**src/can_mbx_pkg.sv**
```systemverilog
package can_mbx_pkg;
	// ************************************************************
	// register map
	// ************************************************************
	localparam logic [7:0]  OFF_TRANSFER    = 8'h00;
	localparam logic [7:0]  OFF_ABORT       = 8'h04;
	localparam logic [7:0]  OFF_TIMER       = 8'h08;
	localparam logic [2:0]  BLK_CMD         = 3'h0;
	localparam logic [2:0]  BLK_MODE        = 3'h1;
	localparam logic [2:0]  BLK_MASK        = 3'h2;
	localparam logic [2:0]  BLK_ID          = 3'h3;
	localparam logic [2:0]  BLK_STATUS      = 3'h4;
	// ************************************************************
	// field positions
	// ************************************************************
	localparam int          TIMER_CLEAR_BIT = 31;
	localparam int          MARK_LSB        = 0;
	localparam int          PRIOR_LSB       = 16;
	localparam int          KIND_LSB        = 24;
	localparam int          IDE_BIT         = 29;
	localparam int          STD_LSB         = 18;
	localparam int          EXT_LSB         = 0;
	localparam int          ST_READY_BIT    = 23;
	localparam int          ST_ABORTED_BIT  = 22;
	localparam int          ST_PENDING_BIT  = 2;
	localparam int          ST_REMOTE_BIT   = 1;
	localparam int          ST_RTR_SEEN_BIT = 0;
	// ************************************************************
	// object kinds and reset values
	// ************************************************************
	localparam logic [2:0]  KIND_OFF        = 3'h0;
	localparam logic [2:0]  KIND_RX         = 3'h1;
	localparam logic [2:0]  KIND_RX_OVWR    = 3'h2;
	localparam logic [2:0]  KIND_TX         = 3'h3;
	localparam logic [2:0]  KIND_CONSUMER   = 3'h4;
	localparam logic [2:0]  KIND_PRODUCER   = 3'h5;
	localparam logic [31:0] MODE_RST        = 32'h0000_0000;
	localparam logic [31:0] MASK_RST        = 32'h0000_0000;
	localparam logic [31:0] ID_RST          = 32'h0000_0000;
	localparam logic [15:0] TIMER_RST       = 16'h0000;

	typedef struct packed {
		logic [2:0]  mailbox_object_kind;
		logic [3:0]  prior;
		logic [15:0] tx_window_mark;
	} mode_t;

	typedef struct packed {
		logic        extended_id_select;
		logic [10:0] standard_id_mask;
		logic [17:0] extended_id_ext_mask;
	} ident_t;

	typedef struct packed {
		logic        valid;
		logic        ide;
		logic        rtr;
		logic [28:0] id;
	} rx_frame_t;
endpackage

```
**src/can_mailbox_command_config.sv**
```systemverilog
// Contract
// - one write requests transfer on bits 0..7
// - receive kinds arm for next message
// - transmit kind sends loaded data soon
// - consumer request sends a remote frame
// - producer answers only after remote frame
// - request clears ready and aborted flags; here a same-cycle ready set wins
// - pending sends by priority, then index
// - bit 31 clears the frame timer
// - timer clear also unfreezes the timer; here a same-cycle freeze wins
// - one write aborts; receive kinds ignore
// - transmit abort only before hand-over
// - consumer abort only before remote sent
// - producer abort drops next remote answer
// - time-triggered send waits for mark
// - mark reads zero in timestamp mode
// - receive kinds serviced lowest index first
// - kind per mailbox; zero disables it
// - full plain receiver discards new messages
// - overwrite receiver replaces stored message
// - consumer sends remote, then receives data
// - producer waits for remote before sending
// - extended select widens id comparison
//
// Chosen here: the plain strobed port and the address map.
`timescale 1ns/10ps
module can_mailbox_command_config #(
	parameter int N_MBX = 8
) (
	input  wire logic                    ref_clk_in,
	input  wire logic                    resetn_in,
	input  wire logic                    clk_en_in,
	input  wire logic [7:0]              addr_in,
	input  wire logic [31:0]             wdata_in,
	input  wire logic                    wr_in,
	input  wire logic                    rd_in,
	output logic      [31:0]             rdata_out,
	input  wire logic                    tt_mode_in,
	input  wire logic                    timer_tick_in,
	input  wire logic                    timer_freeze_in,
	input  wire can_mbx_pkg::rx_frame_t  rx_frame_in,
	input  wire logic                    tx_start_in,
	input  wire logic                    tx_done_in,
	output logic                         tx_valid_out,
	output logic      [2:0]              tx_mbx_out,
	output logic                         tx_remote_out,
	output logic                         rx_hit_out,
	output logic      [2:0]              rx_mbx_out,
	output logic      [N_MBX-1:0]        mbx_ready_out,
	output logic      [15:0]             timer_out
);
	typedef enum logic [1:0] {TX_IDLE, TX_OFFER, TX_SEND} tx_state_t;

	// ************************************************************
	// helpers
	// ************************************************************
	function automatic logic [2:0] eff_kind(input logic [2:0] k);
		// reserved
		eff_kind = (k[2] && k[1]) ? can_mbx_pkg::KIND_OFF : k;
	endfunction

	function automatic logic id_match(input can_mbx_pkg::ident_t id,
		input can_mbx_pkg::ident_t msk, input can_mbx_pkg::rx_frame_t f);
		logic std_ok;
		logic ext_ok;
		std_ok = (((f.id[28:18] ^ id.standard_id_mask) & msk.standard_id_mask) == 11'h000);
		ext_ok = (((f.id[17:0] ^ id.extended_id_ext_mask) & msk.extended_id_ext_mask)
			== 18'h00000);
		id_match = (f.ide == id.extended_id_select) && std_ok
			&& (!msk.extended_id_select || ext_ok);
	endfunction

	can_mbx_pkg::mode_t  mode_reg     [N_MBX];
	can_mbx_pkg::mode_t  mode_next    [N_MBX];
	can_mbx_pkg::ident_t mask_reg     [N_MBX];
	can_mbx_pkg::ident_t mask_next    [N_MBX];
	can_mbx_pkg::ident_t id_reg       [N_MBX];
	can_mbx_pkg::ident_t id_next      [N_MBX];
	logic [N_MBX-1:0]    pending_reg;
	logic [N_MBX-1:0]    pending_next;
	logic [N_MBX-1:0]    ready_reg;
	logic [N_MBX-1:0]    ready_next;
	logic [N_MBX-1:0]    aborted_reg;
	logic [N_MBX-1:0]    aborted_next;
	logic [N_MBX-1:0]    remote_sent_reg;
	logic [N_MBX-1:0]    remote_sent_next;
	logic [N_MBX-1:0]    rtr_seen_reg;
	logic [N_MBX-1:0]    rtr_seen_next;
	logic [15:0]         timer_reg;
	logic [15:0]         timer_next;
	logic                frozen_reg;
	logic                frozen_next;
	tx_state_t           state_reg;
	tx_state_t           state_next;
	logic [2:0]          sel_reg;
	logic [2:0]          sel_next;
	logic                remote_reg;
	logic                remote_next;
	logic                rx_hit_reg;
	logic                rx_hit_next;
	logic [2:0]          rx_mbx_reg;
	logic [2:0]          rx_mbx_next;
	logic [31:0]         rdata_reg;
	logic [31:0]         rdata_next;
	logic [2:0]          kind        [N_MBX];
	logic [15:0]         mark_eff    [N_MBX];
	logic [N_MBX-1:0]    cand;
	logic [N_MBX-1:0]    rx_hits;
	logic [N_MBX-1:0]    ready_set;
	logic [2:0]          best;
	logic                wr_xfer;
	logic                wr_abort;
	logic                locked;
	logic [2:0]          blk;
	logic [2:0]          idx;

	// ************************************************************
	// candidates and arbitration
	// ************************************************************
	always_comb
	begin
		best = 3'h0;
		for (int i = 0; i < N_MBX; i++)
		begin
			kind[i] = eff_kind(mode_reg[i].mailbox_object_kind);
			mark_eff[i] = tt_mode_in ? mode_reg[i].tx_window_mark : can_mbx_pkg::TIMER_RST;
			cand[i] = pending_reg[i] && (timer_reg >= mark_eff[i])
				&& ((kind[i] == can_mbx_pkg::KIND_TX)
				|| (kind[i] == can_mbx_pkg::KIND_CONSUMER && !remote_sent_reg[i])
				|| (kind[i] == can_mbx_pkg::KIND_PRODUCER && rtr_seen_reg[i]));
			rx_hits[i] = rx_frame_in.valid && id_match(id_reg[i], mask_reg[i], rx_frame_in)
				&& ((!rx_frame_in.rtr && pending_reg[i]
				&& (kind[i] == can_mbx_pkg::KIND_RX || kind[i] == can_mbx_pkg::KIND_RX_OVWR))
				|| (!rx_frame_in.rtr && pending_reg[i] && remote_sent_reg[i]
				&& kind[i] == can_mbx_pkg::KIND_CONSUMER)
				|| (rx_frame_in.rtr && pending_reg[i] && kind[i] == can_mbx_pkg::KIND_PRODUCER));
		end
		for (int i = N_MBX - 1; i >= 0; i--)
		begin
			if (cand[i] && (!cand[best] || mode_reg[i].prior <= mode_reg[best].prior))
			begin
				best = i[2:0];
			end
		end
	end

	// ************************************************************
	// next state
	// ************************************************************
	always_comb
	begin
		mode_next        = mode_reg;
		mask_next        = mask_reg;
		id_next          = id_reg;
		pending_next     = pending_reg;
		ready_next       = ready_reg;
		aborted_next     = aborted_reg;
		remote_sent_next = remote_sent_reg;
		rtr_seen_next    = rtr_seen_reg;
		timer_next       = timer_reg;
		frozen_next      = frozen_reg;
		state_next       = state_reg;
		sel_next         = sel_reg;
		remote_next      = remote_reg;
		rx_hit_next      = 1'b0;
		rx_mbx_next      = rx_mbx_reg;
		rdata_next       = rdata_reg;
		ready_set        = '0;
		blk              = addr_in[7:5];
		idx              = addr_in[4:2];
		wr_xfer          = wr_in && (addr_in == can_mbx_pkg::OFF_TRANSFER);
		wr_abort         = wr_in && (addr_in == can_mbx_pkg::OFF_ABORT);
		locked           = (state_reg == TX_SEND);

		if (wr_in && blk == can_mbx_pkg::BLK_MODE)
		begin
			mode_next[idx]        = can_mbx_pkg::mode_t'({wdata_in[26:24],
				wdata_in[19:16], wdata_in[15:0]});
			pending_next[idx]     = 1'b0;
			remote_sent_next[idx] = 1'b0;
			rtr_seen_next[idx]    = 1'b0;
		end
		// software keeps the mailbox off meanwhile
		if (wr_in && blk == can_mbx_pkg::BLK_MASK)
		begin
			mask_next[idx] = can_mbx_pkg::ident_t'(wdata_in[29:0]);
		end
		if (wr_in && blk == can_mbx_pkg::BLK_ID)
		begin
			id_next[idx] = can_mbx_pkg::ident_t'(wdata_in[29:0]);
		end

		for (int i = 0; i < N_MBX; i++)
		begin
			if (wr_xfer && wdata_in[i] && kind[i] != can_mbx_pkg::KIND_OFF
				&& !(locked && sel_reg == i[2:0]))
			begin
				pending_next[i]     = 1'b1;
				remote_sent_next[i] = 1'b0;
				rtr_seen_next[i]    = 1'b0;
			end
			if (wr_xfer && wdata_in[i])
			begin
				ready_next[i]   = 1'b0;
				aborted_next[i] = 1'b0;
			end
			if (wr_abort && wdata_in[i] && pending_reg[i] && !(locked && sel_reg == i[2:0])
				&& (kind[i] == can_mbx_pkg::KIND_TX || kind[i] == can_mbx_pkg::KIND_PRODUCER
				|| (kind[i] == can_mbx_pkg::KIND_CONSUMER && !remote_sent_reg[i])))
			begin
				pending_next[i]  = 1'b0;
				rtr_seen_next[i] = 1'b0;
				aborted_next[i]  = 1'b1;
			end
		end

		for (int i = N_MBX - 1; i >= 0; i--)
		begin
			if (rx_hits[i])
			begin
				rx_mbx_next = i[2:0];
			end
		end
		if (rx_hits != '0)
		begin
			if (kind[rx_mbx_next] == can_mbx_pkg::KIND_PRODUCER)
			begin
				rtr_seen_next[rx_mbx_next] = 1'b1;
			end
			else
			begin
				rx_hit_next = 1'b1;
				ready_set[rx_mbx_next] = 1'b1;
				// plain receiver stops after one message
				if (kind[rx_mbx_next] != can_mbx_pkg::KIND_RX_OVWR)
				begin
					pending_next[rx_mbx_next] = 1'b0;
				end
			end
		end

		unique case (state_reg)
			TX_IDLE:
			begin
				if (cand != '0)
				begin
					sel_next    = best;
					remote_next = (kind[best] == can_mbx_pkg::KIND_CONSUMER);
					state_next  = TX_OFFER;
				end
			end
			TX_OFFER:
			begin
				if (!cand[sel_reg] || !pending_next[sel_reg])
				begin
					state_next = TX_IDLE;
				end
				else if (tx_start_in)
				begin
					state_next = TX_SEND;
				end
			end
			TX_SEND:
			begin
				if (tx_done_in)
				begin
					state_next = TX_IDLE;
					if (remote_reg)
					begin
						remote_sent_next[sel_reg] = 1'b1;
					end
					else
					begin
						pending_next[sel_reg]  = 1'b0;
						rtr_seen_next[sel_reg] = 1'b0;
						ready_set[sel_reg]     = 1'b1;
					end
				end
			end
		endcase
		// hardware set wins over a same-cycle clear
		ready_next = ready_next | ready_set;

		if (wr_xfer && wdata_in[can_mbx_pkg::TIMER_CLEAR_BIT])
		begin
			timer_next  = can_mbx_pkg::TIMER_RST;
			frozen_next = 1'b0;
		end
		else if (timer_tick_in && !frozen_reg)
		begin
			timer_next = timer_reg + 16'h0001;
		end
		if (timer_freeze_in)
		begin
			frozen_next = 1'b1;
		end

		if (rd_in)
		begin
			rdata_next = 32'h0000_0000;
			unique case (blk)
				can_mbx_pkg::BLK_CMD:
					if (addr_in == can_mbx_pkg::OFF_TIMER)
					begin
						rdata_next[15:0] = timer_reg;
					end
				can_mbx_pkg::BLK_MODE:
				begin
					rdata_next[can_mbx_pkg::KIND_LSB +: 3] = mode_reg[idx].mailbox_object_kind;
					rdata_next[can_mbx_pkg::PRIOR_LSB +: 4] = mode_reg[idx].prior;
					rdata_next[can_mbx_pkg::MARK_LSB +: 16] = mark_eff[idx];
				end
				can_mbx_pkg::BLK_MASK:
					rdata_next[29:0] = mask_reg[idx];
				can_mbx_pkg::BLK_ID:
					rdata_next[29:0] = id_reg[idx];
				can_mbx_pkg::BLK_STATUS:
				begin
					rdata_next[can_mbx_pkg::ST_READY_BIT]    = ready_reg[idx];
					rdata_next[can_mbx_pkg::ST_ABORTED_BIT]  = aborted_reg[idx];
					rdata_next[can_mbx_pkg::ST_PENDING_BIT]  = pending_reg[idx];
					rdata_next[can_mbx_pkg::ST_REMOTE_BIT]   = remote_sent_reg[idx];
					rdata_next[can_mbx_pkg::ST_RTR_SEEN_BIT] = rtr_seen_reg[idx];
				end
				default:
					rdata_next = 32'h0000_0000;
			endcase
		end
	end

	// ************************************************************
	// registers
	// ************************************************************
	always_ff @(posedge ref_clk_in or negedge resetn_in)
	begin
		if (!resetn_in)
		begin
			for (int i = 0; i < N_MBX; i++)
			begin
				mode_reg[i] <= can_mbx_pkg::mode_t'(can_mbx_pkg::MODE_RST[22:0]);
				mask_reg[i] <= can_mbx_pkg::ident_t'(can_mbx_pkg::MASK_RST[29:0]);
				id_reg[i]   <= can_mbx_pkg::ident_t'(can_mbx_pkg::ID_RST[29:0]);
			end
			pending_reg     <= '0;
			ready_reg       <= '0;
			aborted_reg     <= '0;
			remote_sent_reg <= '0;
			rtr_seen_reg    <= '0;
			timer_reg       <= can_mbx_pkg::TIMER_RST;
			frozen_reg      <= 1'b0;
			state_reg       <= TX_IDLE;
			sel_reg         <= 3'h0;
			remote_reg      <= 1'b0;
			rx_hit_reg      <= 1'b0;
			rx_mbx_reg      <= 3'h0;
			rdata_reg       <= 32'h0000_0000;
		end
		else if (clk_en_in)
		begin
			mode_reg        <= mode_next;
			mask_reg        <= mask_next;
			id_reg          <= id_next;
			pending_reg     <= pending_next;
			ready_reg       <= ready_next;
			aborted_reg     <= aborted_next;
			remote_sent_reg <= remote_sent_next;
			rtr_seen_reg    <= rtr_seen_next;
			timer_reg       <= timer_next;
			frozen_reg      <= frozen_next;
			state_reg       <= state_next;
			sel_reg         <= sel_next;
			remote_reg      <= remote_next;
			rx_hit_reg      <= rx_hit_next;
			rx_mbx_reg      <= rx_mbx_next;
			rdata_reg       <= rdata_next;
		end
	end

	assign rdata_out     = rdata_reg;
	assign tx_valid_out  = (state_reg == TX_OFFER);
	assign tx_mbx_out    = sel_reg;
	assign tx_remote_out = remote_reg;
	assign rx_hit_out    = rx_hit_reg;
	assign rx_mbx_out    = rx_mbx_reg;
	assign mbx_ready_out = ready_reg;
	assign timer_out     = timer_reg;

	// ************************************************************
	// checks
	// ************************************************************
	logic [N_MBX-1:0] cand_d_reg;
	logic [N_MBX-1:0] beats;
	always_ff @(posedge ref_clk_in or negedge resetn_in)
	begin
		if (!resetn_in)
			cand_d_reg <= '0;
		else if (clk_en_in)
			cand_d_reg <= cand;
	end
	always_comb
	begin
		for (int j = 0; j < N_MBX; j++)
			beats[j] = cand_d_reg[j] && ((mode_reg[j].prior < mode_reg[sel_reg].prior)
				|| (mode_reg[j].prior == mode_reg[sel_reg].prior && j[2:0] < sel_reg));
	end
endmodule

```
**config.mk**
```make
export PLATFORM = sky130hd
export DESIGN_NAME = can_mailbox_command_config
export DESIGN_NICKNAME = d
export VERILOG_FILES = /design/src/can_mbx_pkg.sv /design/src/can_mailbox_command_config.sv
export SDC_FILE = /design/constraint.sdc
export NUM_CORES = 2
export LEC_CHECK = 0
export ABC_AREA = 1
export BUFFER_PORTS_ARGS = -buffer_cell sky130_fd_sc_hd__buf_2
export CAP_MARGIN = 20
export CELL_PAD_IN_SITES_DETAIL_PLACEMENT = 0
export CELL_PAD_IN_SITES_GLOBAL_PLACEMENT = 1
export CORE_MARGIN = 1.5
export CORE_UTILIZATION = 47
export DETAILED_ROUTE_END_ITERATION = 7
export PLACE_DENSITY_LB_ADDON = 0.25
export SYNTH_ARGS = -nofsm -noshare
export SYNTH_HDL_FRONTEND = slang
export SYNTH_SLANG_ARGS = --single-unit
export TNS_END_PERCENT = 5
```
**constraint.sdc**
```tcl
create_clock -name ref_clk_in -period 12.8 [get_ports ref_clk_in]
set_clock_uncertainty 0.1 [all_clocks]
set_input_delay 1.92 -clock ref_clk_in [delete_from_list [all_inputs] [get_ports ref_clk_in]]
set_output_delay 1.92 -clock ref_clk_in [all_outputs]
set_load 0.02 [all_outputs]
```
==> summary.md <==
| Metric | Value |
|---|---|
| Number of global-route vias before repair | `41.4k` |
| Final Slew Violations | `0` |
| Static leakage power | `23.5 nW` |
| Unrepaired setup endpoints after global routing | `true` |
| Die area | `0.0972 sq mm` |
| Post-route fraction of the period consumed by the critical path | `1.05` |
| Unique masters post-synth | `66` |
| Initial standard-cell utilization of the core | `0.473` |
| Number of CTS-inserted buffers | `87` |
| TritonCTS clock tree | `yes` |
| Deepest clock path buffer count | `3` |
| Routed wire length | `183,000 microns` |
| Worst setup slack for register-to-register paths | `0.37 ns` |
| Portion of the post-synthesis area used by sequential elements | `0.425` |
| Width of the die | `312 microns` |
| Hold Path Class | `reg2reg` |
| Register Area | `0.0190 sq mm` |
| Worst path max stage delay | `0.45 ns` |
| Synthesized instance count | `6,041` |
| Number of sinks driven by the clock tree | `761` |
| WP data required | `13.32 ns` |
| Core Area | `0.0947 sq mm` |
| Fraction of registers with async set/reset | `1.00` |
| Arrival time reported for the critical path endpoint | `13.93 ns` |
| Post-DR vias/cell | `5.98` |
| Main synth FF type | `sky130_fd_sc_hd__dfrtp_1` |
| Areal power density over the cells | `127 mW/mm^2` |
| Share of post-route cells with drive strength above 1 | `0.131` |
| Final count of hold timing violations | `0` |
| Layout area overhead | `15.3%` |
| GRT overflow | `0` |
| Vert. Die Dim | `312 microns` |
| Transition time of the tightest slew-check pin | `1.16 ns` |
| Number of levels the H-tree was split into | `3` |
| Number of buffer cells added on primary ports | `143` |
| Pin count of the biggest net entering global routing | `153` |
| Clock period minus final worst setup slack | `13.41 ns` |
| Residual antenna-violating net count after detailed routing | `0` |
| Worst Setup Path Type | `in2reg` |
| Dpl cells | `7,321` |
| Max-slew headroom at the worst pin | `0.219` |
| Pre-CTS WS | `-1.57 ns` |
| Worst setup margin | `-0.611 ns` |
| Highest achievable clock rate | `74.6 MHz` |
| Number of antenna violations at the first check in global routing | `14` |
| Initial DRT Pass Iterations | `8` |
| Buf+Inv Stages, Crit Path | `23` |
| Sort of element at the start of the critical path | `primary input` |
| CP max FO | `8` |
| Final Instance Count excl. Fillers | `7,525` |
| Violations in the final reports | `negative setup slack` |
| Slowest cell on the critical path | `sky130_fd_sc_hd__o211ai_1` |
| Clock transition at path regs | `0.06 ns` |
| Half-perimeter wire length after placement | `121,000 microns` |
| Maximum Capacitance Violations | `0` |
| Worst-skew pair later-pin latency | `0.68 ns` |
| Category of the worst setup path capture point | `flip-flop` |
| Average detailed-routed wire length per instance | `24.4 microns` |
| Number of enable-type register cells in the synthesized netlist | `0` |
| Iteration-0 DRC Markers | `5,564` |
| Gpl congestion | `1.03` |
| Syn avg cell area | `7.41 sq um` |
| Most numerous cell on the critical path | `sky130_fd_sc_hd__nand2_4` |
| Area occupied by multi-input gates | `0.0231 sq mm` |
| Summed instance area of the synthesized netlist | `0.0448 sq mm` |
| Peak supply drop | `0.000107 V` |
| Family of cells with the greatest summed delay on the critical path | `simple AND/OR/NAND/NOR gates` |
| Total via count after detailed routing | `45.0k` |
| Row Count | `113` |
| Top Layer Used | `met5` |
| Met3 WL | `18,600 microns` |
| Total of warnings raised by yosys | `0` |
| Wire length on met1 | `76,800 microns` |
| Number of synthesized register bits | `761` |
| Buffer type at the clock tree root | `sky130_fd_sc_hd__clkbuf_16` |
| Residual DRC count | `0` |
| Global-route total usage across every layer | `0.370` |
| Net count of the finished layout | `6,441` |
| Status | `finished with violations` |
| Met2 Routed Length | `79,400 microns` |
| Global-route wire length before repair | `270,000 microns` |
| Filler Cell Count | `9,242` |
| Setup-failing EPs final | `4` |
| Num ports | `147` |
## cells in the mapped netlist (23+ instances only)
| cell | n | share of area |
|---|---|---|
| sky130_fd_sc_hd__a221oi_1 | 30 | 0.0059 |
| sky130_fd_sc_hd__nor3_1 | 53 | 0.0059 |
| sky130_fd_sc_hd__nand3_1 | 350 | 0.039 |
| sky130_fd_sc_hd__ha_1 | 164 | 0.046 |
| sky130_fd_sc_hd__clkbuf_1 | 299 | 0.025 |
| sky130_fd_sc_hd__o2111ai_1 | 26 | 0.0051 |
| sky130_fd_sc_hd__dfrtp_1 | 761 | 0.43 |
| sky130_fd_sc_hd__o21ai_0 | 863 | 0.096 |
| sky130_fd_sc_hd__o211ai_1 | 67 | 0.011 |
| sky130_fd_sc_hd__a22oi_1 | 118 | 0.020 |
| sky130_fd_sc_hd__inv_1 | 461 | 0.039 |
| sky130_fd_sc_hd__inv_2 | 34 | 0.0028 |
| sky130_fd_sc_hd__buf_1 | 23 | 0.0019 |
| sky130_fd_sc_hd__nor2_1 | 226 | 0.019 |
| sky130_fd_sc_hd__o22ai_1 | 98 | 0.014 |
| sky130_fd_sc_hd__or2_2 | 24 | 0.0034 |
| sky130_fd_sc_hd__nand2_1 | 1860 | 0.16 |
| sky130_fd_sc_hd__buf_2 | 26 | 0.0029 |
| sky130_fd_sc_hd__nand4_1 | 82 | 0.011 |
| sky130_fd_sc_hd__a21oi_1 | 217 | 0.024 |
## report_power, final
part	internal [mW]	total (mW)	switching (mW)
registers	2.61	2.81	0.198
logic	0.380	1.16	0.777
clock network	1.49	2.56	1.08
total	4.48	6.53	2.05
## what timing repair did
action	in CTS	in global routing
cloned	1	5
buffers inserted	13	27
setup endpoints to repair	4	4
pin swaps	30	94
hold buffers	0	0
resized for setup	28	139
## kinds of logic after synthesis
kind of cell / Yosys count / synth area share
buffers and inverters: 868 / 0.0751
adder cells (fa/ha/maj): 164 / 0.0458
other: 1 / 0.0000837
XOR/XNOR: 16 / 0.00313
AO/OA/AOI/OAI: 1534 / 0.197
flip-flops: 761 / 0.425
AND/OR/NAND/NOR: 2695 / 0.254
multiplexers: 2 / 0.000503
## layout by cell type, fill, tap and decap left out, types with 10 or more instances in the layout
cell type and count:
sky130_fd_sc_hd__nand3b_1 10, sky130_fd_sc_hd__a31oi_1 15, sky130_fd_sc_hd__nor2_1 216, sky130_fd_sc_hd__nand2_2 41, sky130_fd_sc_hd__o311ai_0 17, sky130_fd_sc_hd__o2111ai_1 26
sky130_fd_sc_hd__o21ai_0 827, sky130_fd_sc_hd__a41oi_1 10, sky130_fd_sc_hd__nor2_4 13, sky130_fd_sc_hd__clkbuf_1 17, sky130_fd_sc_hd__a21oi_2 14, sky130_fd_sc_hd__buf_2 140
sky130_fd_sc_hd__o21ai_2 11, sky130_fd_sc_hd__o21ai_1 37, sky130_fd_sc_hd__a22oi_1 118, sky130_fd_sc_hd__a21oi_1 205, sky130_fd_sc_hd__clkbuf_16 91, sky130_fd_sc_hd__nand2_1 1819
sky130_fd_sc_hd__nor2_2 13, sky130_fd_sc_hd__inv_1 444, sky130_fd_sc_hd__a221oi_1 29, sky130_fd_sc_hd__inv_2 46, sky130_fd_sc_hd__o211ai_1 67, sky130_fd_sc_hd__ha_1 152
sky130_fd_sc_hd__clkinv_2 13, sky130_fd_sc_hd__clkbuf_8 23, sky130_fd_sc_hd__nand4_1 82, sky130_fd_sc_hd__or2_2 24, sky130_fd_sc_hd__xor2_1 16, sky130_fd_sc_hd__buf_4 252
sky130_fd_sc_hd__nor3_1 49, sky130_fd_sc_hd__nand3_1 344, sky130_fd_sc_hd__dfrtp_1 761, sky130_fd_sc_hd__nand2_4 29, sky130_fd_sc_hd__o22ai_1 97, sky130_fd_sc_hd__ha_4 11
## through the flow
stage	utilization	TNS, ns	power [mW]	hold slack, ns	cell area [sq um]
after CTS	0.536	-1.02	6.49	0.376	50800
after detailed placement	0.504	-5.83	3.94	0.361	47700
after global routing	0.545	-4.64	6.79	0.396	51600
after global placement	0.503	-5.07	3.92	0.358	47700
after floorplan	-	-0.432	3.47	0.352	45000
final	0.545	-2.04	6.53	0.370	51600
## layer usage
layer	vias to the layer above	global-route usage
met5	-	0
met4	10	0.156
met3	460	0.0722
met2	2317	0.555
met1	21578	0.519
li1	20665	-
## tightest hold or removal path: stages (launching register included)
cell,delay [ns]
sky130_fd_sc_hd__dfrtp_1,0.33
sky130_fd_sc_hd__nand2_1,0.05
sky130_fd_sc_hd__nand2_1,0.05
## path summary, 6_finish.rpt
| path | start | to | cells after the start |
|---|---|---|---|
| max reg2reg | timer_out[0]$_DFFE_PN0P_ | tx_remote_out$_DFFE_PN0P_ | 98 |
| min reg2reg | rdata_out[20]$_DFFE_PN0P_ | rdata_out[20]$_DFFE_PN0P_ | 2 |
| max | tt_mode_in | tx_remote_out$_DFFE_PN0P_ | 97 |
| min in group asynchronous | resetn_in | mode_reg[27]$_DFFE_PN0P_ | 1 |
| max in group asynchronous | resetn_in | mask_reg[231]$_DFFE_PN0P_ | 3 |
| min | rdata_out[20]$_DFFE_PN0P_ | rdata_out[20]$_DFFE_PN0P_ | 2 |
## final cells by class
cell class	instances	area share
inverter	507	0.0380
tap	1265	0.0307
multi-input combinational	4416	0.447
clock inverter	21	0.00523
antenna	4	0.000194
timing repair inverter	1	0.000170
sequential	761	0.369
clock buffer	129	0.0505
timing repair buffer	421	0.0592
Note: power is estimated with default switching activity, not from simulation.
